$ cat src/shared/bil_pkg.sv
/*
  Package for the boot image loader: boot source encodings, image constants,
  timing counts and the packed structs that carry grouped signals.
  Assumes a 100 MHz core clock feeding the loader.
*/
`default_nettype none
package bil_pkg;

  // Core clock figures.
  localparam int unsigned CLK_MHZ           = 100;
  // Internal reset phase, chosen inside the documented 15-150 us window.
  localparam int unsigned RESET_PHASE_US    = 20;
  localparam int unsigned RESET_PHASE_CYC   = RESET_PHASE_US * CLK_MHZ;
  // Serial clock is core/8: 50 MHz at a 400 MHz core, 12.5 MHz at 100 MHz.
  localparam int unsigned SCLK_DIV          = 8;
  localparam int unsigned SCLK_HALF         = SCLK_DIV / 2;

  // Strap pattern field positions and values.
  localparam logic [2:0] BOOT_QSPI_MASTER   = 3'h0;
  localparam logic [2:0] BOOT_SPI_MASTER    = 3'h1;
  localparam logic [2:0] BOOT_SPI_SLAVE     = 3'h2;
  localparam logic [2:0] BOOT_SPI_SLAVE_ALL = 3'h3;
  localparam logic [2:0] BOOT_LINK          = 3'h4;
  localparam int unsigned SEC_SECURE_BOOT_BIT = 5;

  // Flash read command and start address.
  localparam logic [7:0]  FLASH_READ_CMD    = 8'h03;
  localparam logic [23:0] FLASH_START_ADDR  = 24'h000000;
  localparam logic [31:0] NO_CRC_WORD       = 32'h0D15AB1E;
  localparam logic [31:0] CRC_POLY          = 32'hEDB88320;
  localparam logic [31:0] CRC_PRESET        = 32'hFFFFFFFF;

  localparam int unsigned RAM_AW            = 14;
  localparam logic [RAM_AW-1:0] RAM_BASE    = 14'h0000;
  localparam logic [5:0]  HDR_BITS          = 6'h20;

  // Selected boot path.
  typedef enum logic [2:0] {
    BIL_SRC_QSPI   = 3'b000,
    BIL_SRC_SPIM   = 3'b001,
    BIL_SRC_SPIS   = 3'b010,
    BIL_SRC_CHAN   = 3'b011,
    BIL_SRC_OTP    = 3'b100
  } bil_src_t;

  // Outcome reported to the rest of the tile.
  typedef struct packed {
    logic     done;
    logic     fail;
    bil_src_t tile0_src;
    bil_src_t tile1_src;
    logic     link_zero_en;
  } bil_status_t;

  // One RAM write.
  typedef struct packed {
    logic              we;
    logic [RAM_AW-1:0] addr;
    logic [31:0]       data;
  } bil_ram_wr_t;

  // Quad pin drive: select, clock, data out and enables.
  typedef struct packed {
    logic       sel_b;
    logic       sclk;
    logic [3:0] dout;
    logic [3:0] doe;
  } bil_qpins_t;

endpackage : bil_pkg
`default_nettype wire

$ cat src/hw/bil_crc_byte.sv
/*
  Byte-wide reflected CRC-32 step used by the loader.
  Assumes the caller holds the running register and presets it.
*/
`timescale 1ns/1ps
`default_nettype none
module bil_crc_byte
(
  input  wire logic [31:0] crc_i,
  input  wire logic [7:0]  data_i,
  output logic      [31:0] crc_o
);

  // Eight reflected shift steps, least significant bit of data first.
  always_comb
  begin
    logic [31:0] c;
    c = crc_i ^ {24'h000000, data_i};
    for (int i = 0; i < 8; i++)
    begin
      c = c[0] ? ((c >> 1) ^ bil_pkg::CRC_POLY) : (c >> 1);
    end
    crc_o = c;
  end

endmodule : bil_crc_byte
`default_nettype wire

$ cat src/hw/bil_loader.sv
/*
  Boot image loader for one tile: reset phase, boot source choice and a quad
  serial flash master that reads, checks and stores the image.
  Assumes flash data pins are returned asynchronously and straps are stable
  across reset release. Other boot paths are only reported, not run.
*/
// Operation
// - While reset is low, stay in reset and pull down all pins.
// - After release, wait an internal reset phase of 15-150 us before booting.
// - Security bit 5 set forces boot from OTP, ignoring straps.
// - Straps 000..011 pick QSPI, SPI master, SPI slave, slave-both; no link.
// - Strap 100 boots both tiles over channel end 0, link zero 2-wire.
// - Image is length in words, length*4 bytes, then a check word.
// - Check word 0x0D15AB1E skips CRC verification.
// - Length and check word are least significant byte first.
// - Program goes to lowest RAM address; execution starts there.
// - CRC covers length word and program bytes, not the check word.
// - CRC is reflected 0xEDB88320, preset all ones, result inverted.
// - Quad boot drives select, clock, four data; sclk is core/8.
// - Open with read command and 24-bit address zero.
// - Serial clock polarity 0 and phase 0.
// - Each byte arrives as two nibbles, low nibble first.
// - Quad boot pins are fixed; other pins only via OTP program.
`timescale 1ns/1ps
`default_nettype none
module bil_loader
(
  input  wire logic                 ref_clk_i,
  input  wire logic                 rst_b_i,
  input  wire logic                 boot_select_bit0_i,
  input  wire logic                 boot_select_bit1_i,
  input  wire logic                 boot_select_bit2_i,
  input  wire logic [31:0]          security_reg_i,
  input  wire logic [3:0]           quad_data_lines_i,
  output bil_pkg::bil_qpins_t       qpins_o,
  output logic                      pull_down_en_o,
  output bil_pkg::bil_ram_wr_t      ram_wr_o,
  output logic                      run_o,
  output bil_pkg::bil_status_t      status_o
);

  typedef enum logic [3:0] {
    ST_RESET  = 4'b0000,
    ST_SELECT = 4'b0001,
    ST_CMD    = 4'b0010,
    ST_LEN    = 4'b0011,
    ST_DATA   = 4'b0100,
    ST_CHECK  = 4'b0101,
    ST_VERIFY = 4'b0110,
    ST_RUN    = 4'b0111,
    ST_FAIL   = 4'b1000,
    ST_OTHER  = 4'b1001
  } bil_state_t;

  localparam int unsigned RAM_AW_L = bil_pkg::RAM_AW;

  bil_state_t        state;
  logic [31:0]       phase_cnt;
  logic [2:0]        strap_meta;
  logic [2:0]        strap;
  logic              secure;
  logic [3:0]        q_meta;
  logic [3:0]        q_sync;
  logic [2:0]        div_cnt;
  logic              sclk;
  logic              rise_en;
  logic              fall_en;
  logic [31:0]       shreg;
  logic [5:0]        bit_cnt;
  logic              nib_hi;
  logic [3:0]        nib_lo;
  logic [31:0]       word_sr;
  logic [1:0]        byte_cnt;
  logic [31:0]       words_left;
  logic [RAM_AW_L-1:0] wr_addr;
  logic [31:0]       crc;
  logic [31:0]       next_crc;
  logic [7:0]        rx_byte;
  logic              byte_en;

  // Straps are pins, so they pass a metastability flop before the capture stage reads them.
  always_ff @(posedge ref_clk_i or negedge rst_b_i)
  begin
    if (!rst_b_i)
    begin
      strap_meta <= 3'h0;
      strap      <= 3'h0;
      secure     <= 1'b0;
    end
    else
    begin
      strap_meta <= {boot_select_bit2_i, boot_select_bit1_i, boot_select_bit0_i};
      if (state == ST_RESET)
      begin
        strap  <= strap_meta;
        secure <= security_reg_i[bil_pkg::SEC_SECURE_BOOT_BIT];
      end
    end
  end

  // Flash data lines are off-domain; two flops before use.
  always_ff @(posedge ref_clk_i or negedge rst_b_i)
  begin
    if (!rst_b_i)
    begin
      q_meta <= 4'h0;
      q_sync <= 4'h0;
    end
    else
    begin
      q_meta <= quad_data_lines_i;
      q_sync <= q_meta;
    end
  end

  // Serial clock divider; idles low between transfers.
  always_ff @(posedge ref_clk_i or negedge rst_b_i)
  begin
    if (!rst_b_i)
    begin
      div_cnt <= 3'h0;
      sclk    <= 1'b0;
    end
    else if (state == ST_CMD || state == ST_LEN || state == ST_DATA || state == ST_CHECK)
    begin
      div_cnt <= div_cnt + 3'h1;
      if (div_cnt == 3'(bil_pkg::SCLK_HALF - 1) || div_cnt == 3'(bil_pkg::SCLK_DIV - 1))
        sclk <= ~sclk;
    end
    else
    begin
      div_cnt <= 3'h0;
      sclk    <= 1'b0;
    end
  end

  // Sample on rising edge, shift out on falling edge: mode 0.
  assign rise_en = (div_cnt == 3'(bil_pkg::SCLK_HALF - 1)) && !sclk;
  assign fall_en = (div_cnt == 3'(bil_pkg::SCLK_DIV - 1)) && sclk;

  bil_crc_byte u_crc
  (
    .crc_i  (crc),
    .data_i (rx_byte),
    .crc_o  (next_crc)
  );

  // Low nibble first, then high nibble completes the byte.
  assign rx_byte = {q_sync, nib_lo};
  assign byte_en = rise_en && nib_hi && (state != ST_CMD);

  // Main sequencer and data path.
  always_ff @(posedge ref_clk_i or negedge rst_b_i)
  begin
    if (!rst_b_i)
    begin
      state      <= ST_RESET;
      phase_cnt  <= 32'h0;
      shreg      <= 32'h0;
      bit_cnt    <= 6'h0;
      nib_hi     <= 1'b0;
      nib_lo     <= 4'h0;
      word_sr    <= 32'h0;
      byte_cnt   <= 2'h0;
      words_left <= 32'h0;
      wr_addr    <= bil_pkg::RAM_BASE;
      crc        <= bil_pkg::CRC_PRESET;
      ram_wr_o   <= '0;
      run_o      <= 1'b0;
      status_o   <= '0;
      qpins_o    <= '{sel_b: 1'b1, sclk: 1'b0, dout: 4'h0, doe: 4'h0};
      pull_down_en_o <= 1'b1;
    end
    else
    begin
      ram_wr_o.we  <= 1'b0;
      // The pin clock moves on the divider edges themselves, so data never changes while it is high.
      qpins_o.sclk <= rise_en ? 1'b1 : (fall_en ? 1'b0 : qpins_o.sclk);
      case (state)
        ST_RESET:
        begin
          phase_cnt <= phase_cnt + 32'h1;
          if (phase_cnt == 32'(bil_pkg::RESET_PHASE_CYC - 1))
            state <= ST_SELECT;
        end
        ST_SELECT:
        begin
          pull_down_en_o <= 1'b0;
          status_o.link_zero_en <= 1'b0;
          if (secure)
          begin
            status_o.tile0_src <= bil_pkg::BIL_SRC_OTP;
            status_o.tile1_src <= bil_pkg::BIL_SRC_OTP;
            state <= ST_OTHER;
          end
          else
          begin
            status_o.tile1_src <= bil_pkg::BIL_SRC_CHAN;
            state <= ST_OTHER;
            case (strap)
              bil_pkg::BOOT_QSPI_MASTER:
              begin
                status_o.tile0_src <= bil_pkg::BIL_SRC_QSPI;
                shreg   <= {bil_pkg::FLASH_READ_CMD, bil_pkg::FLASH_START_ADDR};
                bit_cnt <= 6'h0;
                qpins_o.sel_b <= 1'b0;
                qpins_o.doe   <= 4'h1;
                qpins_o.dout  <= {3'h0, bil_pkg::FLASH_READ_CMD[7]};
                state <= ST_CMD;
              end
              bil_pkg::BOOT_SPI_MASTER:
                status_o.tile0_src <= bil_pkg::BIL_SRC_SPIM;
              bil_pkg::BOOT_SPI_SLAVE:
                status_o.tile0_src <= bil_pkg::BIL_SRC_SPIS;
              bil_pkg::BOOT_SPI_SLAVE_ALL:
              begin
                status_o.tile0_src <= bil_pkg::BIL_SRC_SPIS;
                status_o.tile1_src <= bil_pkg::BIL_SRC_SPIS;
              end
              bil_pkg::BOOT_LINK:
              begin
                status_o.tile0_src    <= bil_pkg::BIL_SRC_CHAN;
                status_o.link_zero_en <= 1'b1;
              end
              default:
                status_o.tile0_src <= bil_pkg::BIL_SRC_CHAN;
            endcase
          end
        end
        ST_CMD:
        begin
          // Command and address go out one bit per clock on line 0.
          if (fall_en)
          begin
            shreg        <= {shreg[30:0], 1'b0};
            qpins_o.dout <= {3'h0, shreg[30]};
            bit_cnt      <= bit_cnt + 6'h1;
            if (bit_cnt == bil_pkg::HDR_BITS - 6'h1)
            begin
              qpins_o.doe <= 4'h0;
              nib_hi      <= 1'b0;
              byte_cnt    <= 2'h0;
              state       <= ST_LEN;
            end
          end
        end
        ST_LEN, ST_DATA, ST_CHECK:
        begin
          if (rise_en)
          begin
            nib_hi <= ~nib_hi;
            if (!nib_hi)
              nib_lo <= q_sync;
          end
          if (byte_en)
          begin
            // Bytes assemble least significant first.
            word_sr  <= {rx_byte, word_sr[31:8]};
            byte_cnt <= byte_cnt + 2'h1;
            if (state != ST_CHECK)
              crc <= next_crc;
            if (byte_cnt == 2'h3)
            begin
              case (state)
                ST_LEN:
                begin
                  words_left <= {rx_byte, word_sr[31:8]};
                  state <= ({rx_byte, word_sr[31:8]} == 32'h0) ? ST_CHECK : ST_DATA;
                end
                ST_DATA:
                begin
                  ram_wr_o.we   <= 1'b1;
                  ram_wr_o.addr <= wr_addr;
                  ram_wr_o.data <= {rx_byte, word_sr[31:8]};
                  wr_addr       <= wr_addr + 14'h0001;
                  words_left    <= words_left - 32'h1;
                  if (words_left == 32'h1)
                    state <= ST_CHECK;
                end
                default:
                begin
                  word_sr       <= {rx_byte, word_sr[31:8]};
                  qpins_o.sel_b <= 1'b1;
                  qpins_o.sclk  <= 1'b0;  // No clock rise may go out as select lifts
                  state         <= ST_VERIFY;
                end
              endcase
            end
          end
        end
        ST_VERIFY:
        begin
          // Skip value bypasses the check; otherwise compare inverted residue.
          if (word_sr == bil_pkg::NO_CRC_WORD || word_sr == ~crc)
            state <= ST_RUN;
          else
            state <= ST_FAIL;
        end
        ST_RUN:
        begin
          run_o         <= 1'b1;
          status_o.done <= 1'b1;
        end
        ST_FAIL:
        begin
          status_o.fail <= 1'b1;
          status_o.done <= 1'b1;
        end
        ST_OTHER:
          status_o.done <= 1'b1;
        default:
          state <= ST_RESET;
      endcase
    end
  end

endmodule : bil_loader
`default_nettype wire

$ cat config.mk
export PLATFORM = sky130hd
export DESIGN_NAME = bil_loader
export DESIGN_NICKNAME = d
export VERILOG_FILES = /design/src/shared/bil_pkg.sv /design/src/hw/bil_crc_byte.sv /design/src/hw/bil_loader.sv
export SDC_FILE = /design/constraint.sdc
export NUM_CORES = 1
export LEC_CHECK = 0
export BUFFER_PORTS_ARGS = -buffer_cell sky130_fd_sc_hd__buf_2
export CELL_PAD_IN_SITES_DETAIL_PLACEMENT = 0
export CELL_PAD_IN_SITES_GLOBAL_PLACEMENT = 1
export CORE_ASPECT_RATIO = 1.5
export CORE_MARGIN = 8
export CORE_UTILIZATION = 25
export CTS_CLUSTER_DIAMETER = 80
export CTS_CLUSTER_SIZE = 40
export DETAILED_ROUTE_END_ITERATION = 7
export PLACE_DENSITY_LB_ADDON = 0.1
export SYNTH_ARGS = -nofsm -noshare
export SYNTH_HDL_FRONTEND = slang
export SYNTH_SLANG_ARGS = --single-unit
export TNS_END_PERCENT = 5
$ cat constraint.sdc
create_clock -name ref_clk_i -period 3.39 [get_ports ref_clk_i]
set_clock_uncertainty 0.1 [all_clocks]
set_input_delay 0.1695 -clock ref_clk_i [delete_from_list [all_inputs] [get_ports ref_clk_i]]
set_output_delay 0.1695 -clock ref_clk_i [all_outputs]
set_load 0.01 [all_outputs]
==> results of run 1 <==
[area by class of cell]
| cell class | count | area (um^2) |
|---|---|---|
| timing repair buffer | 135 | 893 |
| fill | 4933 | 32800 |
| clock buffer | 17 | 425 |
| inverter | 16 | 60.1 |
| tap | 594 | 743 |
| sequential | 246 | 6200 |
| multi-input combinational | 860 | 5220 |
| clock inverter | 11 | 174 |
[cell usage in the layout (no fill, tap or decap), types with 6 or more instances in the layout]
master | Yosys | final
o31ai_1 | 6 | 6
or4_1 | 8 | 8
a22oi_1 | 12 | 12
dlygate4sd3_1 | 0 | 9
buf_4 | 7 | 53
a21oi_1 | 35 | 35
inv_1 | 15 | 15
nor4_1 | 26 | 26
nand4_1 | 19 | 19
nor2_1 | 63 | 62
o22ai_1 | 9 | 9
mux2_2 | 42 | 42
dfrtp_1 | 212 | 212
nor3_1 | 24 | 23
o21ai_1 | 7 | 7
nand2_1 | 255 | 254
clkbuf_16 | 0 | 17
o21ai_0 | 75 | 75
xor2_1 | 37 | 37
conb_1 | 1 | 6
ha_1 | 10 | 10
and3_1 | 7 | 7
nand2b_1 | 10 | 10
xnor2_1 | 115 | 115
or3_1 | 10 | 10
dfstp_2 | 34 | 34
buf_2 | 4 | 70
nand3_1 | 22 | 22
[through the flow]
| stage | utilization, % | hold WS [ns] | power, mW | cells |
|---|---|---|---|---|
| floorplan | - | -0.226 | 3.07 | 1183 |
| global placement | 28.0 | 0.0987 | 3.18 | 1842 |
| detailed placement | 28.0 | 0.106 | 3.18 | 1842 |
| CTS | 29.5 | 0.0926 | 5.63 | 1879 |
| global route | 29.5 | 0.0943 | 5.74 | 1879 |
| finish | 29.5 | 0.0728 | 5.48 | 1879 |
[flip-flops by register name (all words and copies together) (netlist names), 6 cells and up]
signal and flops:
ram_wr_o 47, crc 32, phase_cnt 32, word_sr 32
words_left 32, wr_addr 14, status_o 8, shreg 7
bit_cnt 6
[kinds of logic (layout without fill, tap and decap cells)]
kind of cell | count (synthesis) | after routing | share of synthesized area [%]
and+or+nand+nor | 474 | 474 | 18.6
xor gates and xnor gates | 154 | 154 | 11.7
AOI/OAI and AO/OA | 173 | 173 | 8.67
DFF | 246 | 246 | 53.0
muxes | 43 | 43 | 4.13
other | 1 | 6 | 0.0321
buffers and inverters | 77 | 179 | 2.74
adders and majority gates | 10 | 10 | 1.07
[worst paths after layout]
path	startpoint	cells after the start	to	slack (ns)
min in group ref_clk_i	quad_data_lines_i[1]	2	q_meta[1]	0.15
worst min register to register	q_meta[3]	0	q_sync[3]	0.27
worst max register to register	words_left[18]	6	words_left[29]	0.51
max in group asynchronous	rst_b_i	3	qpins_o[9]	2.18
worst min-delay path	rst_b_i	2	ram_wr_o[38]	0.07
worst max-delay path	words_left[18]	6	words_left[29]	0.51
[worst max-delay path, stage by stage, from the launching register on]
cell      delay (ns)
dfrtp_1         0.43
or3_1           0.48
or4_4           0.55
or4b_4          0.58
or4_1           0.41
nand3_1         0.10
o311ai_1        0.09
[layer usage]
| layer | wire, um | vias up |
|---|---|---|
| met5 | 0 | - |
| li1 | - | 4170 |
| met4 | 1020 | 0 |
| met1 | 14700 | 4305 |
| met3 | 886 | 37 |
| met2 | 19700 | 110 |
[Yosys cell counts, drive strengths merged (3+ instances only)]
master / instances / share of area, %
nor2: 64 / 2.1
o31ai: 6 / 0.39
or2: 5 / 0.27
mux2: 42 / 4.0
nand4: 19 / 1.0
ha: 10 / 1.1
o311ai: 5 / 0.37
nand2b: 10 / 0.53
or4b: 3 / 0.29
and4: 3 / 0.22
nand3: 22 / 0.94
and2: 4 / 0.21
a22oi: 12 / 0.77
xnor2: 116 / 8.8
a21oi: 35 / 1.5
and3: 7 / 0.37
a31oi: 3 / 0.16
dfrtp: 212 / 45
o21ai: 82 / 3.5
nand2: 255 / 8.2
or3: 10 / 0.53
nor4: 29 / 1.7
inv: 16 / 0.51
buf: 14 / 0.72
xor2: 37 / 2.8
or4: 9 / 0.61
nor3: 24 / 1.0
o2bb2ai: 5 / 0.37
clkbuf: 47 / 1.5
dfstp: 34 / 7.6
o22ai: 9 / 0.48
o21a: 3 / 0.19
nor2b: 4 / 0.21
[report_power, final]
part	leakage (nW)	internal, mW	total, mW	switching, mW
clock network	0.292	1.09	2.36	1.27
registers	3.26	2.94	2.96	0.0142
logic	2.70	0.0541	0.166	0.112
total	6.26	4.09	5.48	1.40
==> impl_metrics.csv, run 1 <==
group,metric,value,unit
cts,clk_latency,0.55,ns
detailed_routing,ant_nets,0,
global_route,grtUsageMet3,1.60,%
critical_path,critPathCaptureType,"flop",
layout,fin_nets,1326,
sta,fin_ws,0.512,ns
flow_run,cap_violations,0,
floorplan,die_y,281,um
sta,finalCritPeriodShare,84.9,%
synthesis,ys_seq_area_share,53.0,%
synthesis,synthArstFlopShare,100,%
floorplan,dieArea,0.0541,mm^2
global_route,grt-ovfl-total,0,
run_status,status,"complete, no violations",
synthesis,ys_warn_count,0,
synthesis,yosys.cell_types.count,60,
global_route,grt_busiest_layer,"met2",
detailed_routing,drt_iter0_markers,415,
sta,max_freq,347,MHz
sta,hold_viol,0,
place,dp_hpwl,26100,um
place,dpl_cell_area,0.0130,mm^2
critical_path,arrival,3.18,ns
floorplan,pin_count,109,
cts,cts_hold_buf,9,
power_and_ir_drop,power.density,400,mW/mm^2
cts,cts-root-buf,"clkbuf_16",
detailed_routing,vias,8622,
detailed_routing,vias_per_cell,4.59,
sta,grt_setup_unrepaired,"no",
power_and_ir_drop,power.leakage,6.26,nW
detailed_routing,wl_per_cell,19.3,um
global_route,grt_max_degree,73,
cts,clkTransAtPathRegs,0.12,ns
synthesis,synth_edf_count,0,
sta,fin_tns_setup,0,ns
floorplan,die_x,193,um
sta,drv_slew,0,
synthesis,ys.flop_type,"dfrtp_1",
global_route,grt_use_total,13.7,%
synthesis,ys_seq_elements,246,
place,port-buffer-count,71,
synthesis,syn_inst,1178,
critical_path,crit_fanout,7,
detailed_routing,drt-pass1-iter-count,5,
critical_path,crit_required,3.70,ns
cts,cts.sinks,246,
cts,postCtsSetupRepairBufs,0,
global_route,met1_usage,15.8,%
layout,syn2layout_area_growth,17.2,%
sta,relSlewSlack,49.8,%
detailed_routing,wl,36400,um
cts,tritoncts,"done",
power_and_ir_drop,vdd_drop_max,0.000299,V
critical_path,start_kind,"flop",
hold_path,hold_class,"input port to asynchronous set/reset pin",
sta,period_minus_slack,2.88,ns
sta,finalSetupViolations,0,
global_route,grt_pass1_vias,9076,
cts,htreeDepth,1,
place,gp_congestion,0.768,
cts,clockBufferDepth,3,
cts,cts_resized,0,
global_route,grt_pass1_wl,57000,um
layout,layout-drive-gt1-share,19.4,%
cts,cts_made_buffers,16,
floorplan,num_rows,97,
floorplan,core_area,0.0465,mm^2
synthesis,syn_area,0.0117,mm^2
layout,design_area,0.0137,mm^2
synthesis,syn_area_per_cell,9.93,um^2
critical_path,critical_path_class,"flop to flop",
global_route,grt_util_met2,25.6,%
floorplan,start_util,25.2,%
place,dp_slack,0.520,ns
layout,antenna_cells,0,
detailed_routing,drc,0,
sta,tightest_slew,0.747,ns
global_route,antenna_found_initial,0,
Note: power is estimated with default switching activity, not from simulation.
==> run 2: changes to the inputs <==
==> constraint.sdc (replaced) <==
create_clock -name ref_clk_i -period 2.6 [get_ports ref_clk_i]
set_clock_uncertainty 0.1 [all_clocks]
set_input_delay 0.13 -clock ref_clk_i [delete_from_list [all_inputs] [get_ports ref_clk_i]]
set_output_delay 0.13 -clock ref_clk_i [all_outputs]
set_load 0.01 [all_outputs]
==> impl_metrics.csv, run 2 (synthesized netlist as in run 1, its figures left out) <==
group,metric,value,unit
run_status,status,"complete, no violations",
place,dp_slack,-0.0541,ns
hold_path,hold_class,"input port to asynchronous set/reset pin",
cts,cts.sinks,246,
sta,finalSetupViolations,0,
critical_path,ff2ff_setup_slack,0.003,ns
floorplan,core_area,0.0465,mm^2
critical_path,critical_path_class,"flop to flop",
floorplan,dieArea,0.0541,mm^2
place,port-buffer-count,71,
cts,tritoncts,"done",
global_route,grt_max_degree,71,
floorplan,num_rows,97,
sta,period_minus_slack,2.60,ns
sta,relSlewSlack,33.5,%
layout,design_area,0.0142,mm^2
detailed_routing,vias_per_cell,4.55,
critical_path,crit_required,2.91,ns
critical_path,crit_fanout,2,
cts,cts_made_buffers,17,
detailed_routing,wl_per_cell,18.8,um
global_route,grt_pass1_vias,9325,
floorplan,start_util,25.2,%
power_and_ir_drop,power.density,491,mW/mm^2
critical_path,reg2reg_depth,6,
critical_path,start_kind,"flop",
floorplan,die_x,193,um
critical_path,arrival,2.90,ns
global_route,antenna_found_initial,0,
layout,fin_nets,1393,
floorplan,pin_count,109,
cts,clk_latency,0.53,ns
detailed_routing,drt_iter0_markers,459,
power_and_ir_drop,vdd_drop_max,0.000297,V
detailed_routing,vias,8851,
sta,max_freq,385,MHz
place,gp_congestion,0.789,
detailed_routing,drc,0,
critical_path,r2r-start,"words_left[20]",
sta,drv_slew,0,
global_route,grt-ovfl-total,0,
sta,tightest_slew,0.994,ns
cts,htreeDepth,1,
layout,syn2layout_area_growth,21.7,%
critical_path,reg2reg_to,"words_left[29]",
global_route,grt_use_total,13.9,%
global_route,grt_pass1_wl,58000,um
floorplan,die_y,281,um
place,dpl_cell_area,0.0135,mm^2
cts,clkTransAtPathRegs,0.11,ns
layout,antenna_cells,0,
critical_path,critPathCaptureType,"flop",
layout,largest-register,"ram_wr_o",
flow_run,cap_violations,0,
sta,hold_viol,0,
cts,clockBufferDepth,3,
sta,finalCritPeriodShare,99.9,%
layout,layout_common_cells,"nand2_1, dfrtp_1, xnor2_1, buf_4, o21ai_0",
detailed_routing,drt-pass1-iter-count,4,
layout,final_common_cell,"nand2_1",
layout,largest_reg_flops,47,
power_and_ir_drop,power.leakage,6.58,nW
layout,layout-drive-gt1-share,23.7,%
power_and_ir_drop,p_total,7.00,mW
sta,fin_ws,0.00259,ns
detailed_routing,ant_nets,0,
sta,grt_setup_unrepaired,"yes",
cts,cts-root-buf,"clkbuf_16",
place,dp_hpwl,26400,um
detailed_routing,wl,36700,um
## run 2: cell count changes in the layout (fill, tap and decap cells not counted), sizes merged
cell         change
inv              -7
clkbuf           +6
clkinvlp         +3
buf             +65
clkinv           -1
dlygate4sd3      +1
## run 2: worst max path at each step
stage	cells after the start	from	to	slack [ns]
floorplan	7	words_left[18]	words_left[29]	-0.11
finish	6	words_left[20]	words_left[29]	0.003
global placement	6	words_left[20]	words_left[29]	-0.04
global route	6	words_left[20]	words_left[29]	-0.06
CTS	6	words_left[20]	words_left[29]	-0.03
detailed placement	6	words_left[4]	words_left[30]	-0.05
## run 2: repair_timing
item                                   4_1_cts  5_1_grt
resized for setup                            2        9
setup buffers                                0        2
endpoints found under the hold margin      237        0
hold buffers                                10        0
setup endpoints to repair                    6       27
gates cloned                                 0        0
## run 2: layer usage
metal | wire [um] | vias up | GRT usage [%]
met5 | 0 | - | 0
met4 | 1010 | 0 | 4.34
met3 | 1130 | 41 | 1.83
met2 | 19600 | 116 | 25.4
met1 | 14900 | 4376 | 16.3
li1 | - | 4318 | -
## run 2: critical path, stage by stage (launching register included)
cell and delay [ns]:
dfrtp_1 0.38, or3_4 0.39, or4_4 0.49, or4b_4 0.55
or4_1 0.40, nand3_1 0.09, o311ai_1 0.09
## run 2: cell type report
class | count | area, um^2
Timing Repair Buffer | 201 | 1430
Clock inverter | 6 | 70.1
Tap cell | 594 | 743
Fill cell | 4902 | 32200
Inverter | 16 | 62.6
Multi-Input combinational cell | 860 | 5260
Clock buffer | 23 | 478
Sequential cell | 246 | 6200
## run 2: report_power, final
group | switching (mW) | internal [mW] | leakage (nW)
Sequential | 0.0159 | 3.84 | 3.26
Clock | 1.50 | 1.42 | 0.258
Combinational | 0.149 | 0.0801 | 3.06
Total | 1.66 | 5.33 | 6.58
## run 2: metrics by stage
step | hold slack (ns) | TNS (ns) | instances | utilization (%)
2_1_floorplan | -0.266 | -0.105 | 1183 | -
3_3_place_gp | -0.107 | -0.0418 | 1905 | 29.1
3_5_place_dp | -0.106 | -0.168 | 1905 | 29.1
4_1_cts | 0.101 | -0.0272 | 1944 | 30.5
5_1_grt | 0.112 | -0.0977 | 1946 | 30.6
6_report | 0.109 | 0 | 1946 | 30.6
==> run 3: changes to the inputs <==
--- a/config.mk
+++ b/config.mk
@@ -15,6 +15,7 @@
 export CTS_CLUSTER_SIZE = 40
 export DETAILED_ROUTE_END_ITERATION = 7
 export PLACE_DENSITY_LB_ADDON = 0.1
+export RECOVER_POWER = 25
 export SYNTH_ARGS = -nofsm -noshare
 export SYNTH_HDL_FRONTEND = slang
 export SYNTH_SLANG_ARGS = --single-unit
==> impl_metrics.csv, run 3 (synthesized netlist as in run 1, its figures left out) <==
group,metric,value,unit
sta,tightest_slew,1.47,ns
floorplan,start_util,25.2,%
layout,layout-drive-gt1-share,23.7,%
floorplan,num_rows,97,
global_route,antenna_found_initial,0,
global_route,grt_pass1_wl,58000,um
detailed_routing,wl_per_cell,18.8,um
layout,syn2layout_area_growth,21.3,%
sta,hold_viol,0,
global_route,grtUsageMet3,1.83,%
global_route,grt_util_met2,25.4,%
floorplan,die_x,193,um
floorplan,dieArea,0.0541,mm^2
cts,htreeDepth,1,
sta,grt_setup_unrepaired,"yes",
floorplan,core_area,0.0465,mm^2
sta,finalSetupViolations,0,
critical_path,cp_top_family,"simple AND/OR/NAND/NOR gates",
layout,multi_input_area,0.00526,mm^2
detailed_routing,drc,0,
place,dpl_cell_area,0.0135,mm^2
detailed_routing,wl,36700,um
critical_path,reg2reg_depth,6,
run_status,status,"complete, no violations",
cts,cts.sinks,246,
layout,fin_nets,1393,
cts,tritoncts,"done",
detailed_routing,drt_iter0_markers,455,
critical_path,crit_fanout,2,
sta,finalCritPeriodShare,99.9,%
global_route,met1_usage,16.3,%
critical_path,path_cells,"or3_4, or4_4, or4b_4, or4_1, nand3_1, o311ai_1",
critical_path,arrival,2.91,ns
cts,clkTransAtPathRegs,0.11,ns
critical_path,critical_path_class,"flop to flop",
global_route,grt-ovfl-total,0,
detailed_routing,vias,8833,
place,port-buffer-count,71,
sta,fin_ws,0.00163,ns
detailed_routing,vias_per_cell,4.54,
critical_path,crit_slowest_cell,"or4b_4",
critical_path,critPathCaptureType,"flop",
detailed_routing,ant_nets,0,
place,dp_hpwl,26400,um
layout,final_common_cell,"nand2_1",
sta,fin_tns_setup,0,ns
critical_path,ff2ff_setup_slack,0.002,ns
cts,clockBufferDepth,3,
power_and_ir_drop,power.leakage,6.56,nW
place,dp_slack,-0.0541,ns
power_and_ir_drop,vdd_drop_max,0.000298,V
cts,clk_latency,0.53,ns
layout,fin_util,30.5,%
hold_path,min_to,"q_meta[1]",
layout,antenna_cells,0,
critical_path,start_kind,"flop",
critical_path,r2r-start,"words_left[20]",
flow_run,cap_violations,0,
layout,design_area,0.0142,mm^2
detailed_routing,drt-pass1-iter-count,4,
layout,largest_reg_flops,47,
hold_path,hold_depth,2,
sta,relSlewSlack,1.80,%
critical_path,worst-path-buf-inv,0,
floorplan,die_y,281,um
global_route,grt_pass1_vias,9325,
critical_path,reg2reg_to,"words_left[29]",
layout,register_area,0.00620,mm^2
sta,period_minus_slack,2.60,ns
sta,max_freq,385,MHz
hold_path,worstHoldStart,"quad_data_lines_i[1]",
sta,drv_slew,0,
cts,cts_made_buffers,17,
critical_path,slowest_delay,0.55,ns
global_route,grt_busiest_layer,"met2",
cts,cts-root-buf,"clkbuf_16",
critical_path,cp.depth,6,
layout,layout_common_cells,"nand2_1, dfrtp_1, xnor2_1, buf_4, o21ai_0",
power_and_ir_drop,p_total,6.99,mW
layout,largest-register,"ram_wr_o",
global_route,grt_use_total,13.9,%
hold_path,hold_class,"input port to flop",
floorplan,pin_count,109,
power_and_ir_drop,power.density,493,mW/mm^2
critical_path,crit_required,2.91,ns
global_route,grt_max_degree,71,
layout,fillers,4909,
place,gp_congestion,0.789,
## run 3: cell count changes in the layout (fill, tap and decap cells not counted), sizes merged
cell | before | now
clkbuf | 23 | 26
buf | 191 | 188
## run 3: worst max path at each step
stage,start,endpoint,slack (ns)
after floorplan,words_left[18],words_left[29],-0.11
after CTS,words_left[20],words_left[29],-0.03
after global placement,words_left[20],words_left[29],-0.04
after detailed placement,words_left[4],words_left[30],-0.05
final,words_left[20],words_left[29],0.002
after global routing,words_left[20],words_left[29],-0.06
## run 3: layer usage
layer,wire length (um),vias up
met2,19600,130
li1,-,4310
met1,14800,4352
met5,0,-
met3,1220,41
met4,1010,0
## run 3: what timing repair did
action	4_1_cts	5_1_grt
hold buffers	10	0
resized for setup	2	9
buffers inserted	0	2
endpoints found under the setup margin	6	27
hold endpoints to repair	237	0
## run 3: final cells by class
type	instances	share of cell area [%]
well taps	594	5.24
repair buffers	201	9.69
flip-flops and latches	246	43.7
multi-input cells	860	37.1
clock inverters	6	0.494
inverters	16	0.441
clock buffers	23	3.37
## run 3: report_power, final
group	switching (mW)	total, mW	leakage, nW	internal (mW)
Sequential	0.0157	3.85	3.26	3.84
Clock	1.50	2.91	0.258	1.42
Combinational	0.147	0.218	3.04	0.0705
## run 3: through the flow
step | instances | hold slack (ns)
finish | 1946 | 0.137
floorplan | 1183 | -0.266
global route | 1946 | 0.112
CTS | 1944 | 0.101
global placement | 1905 | -0.107
detailed placement | 1905 | -0.106
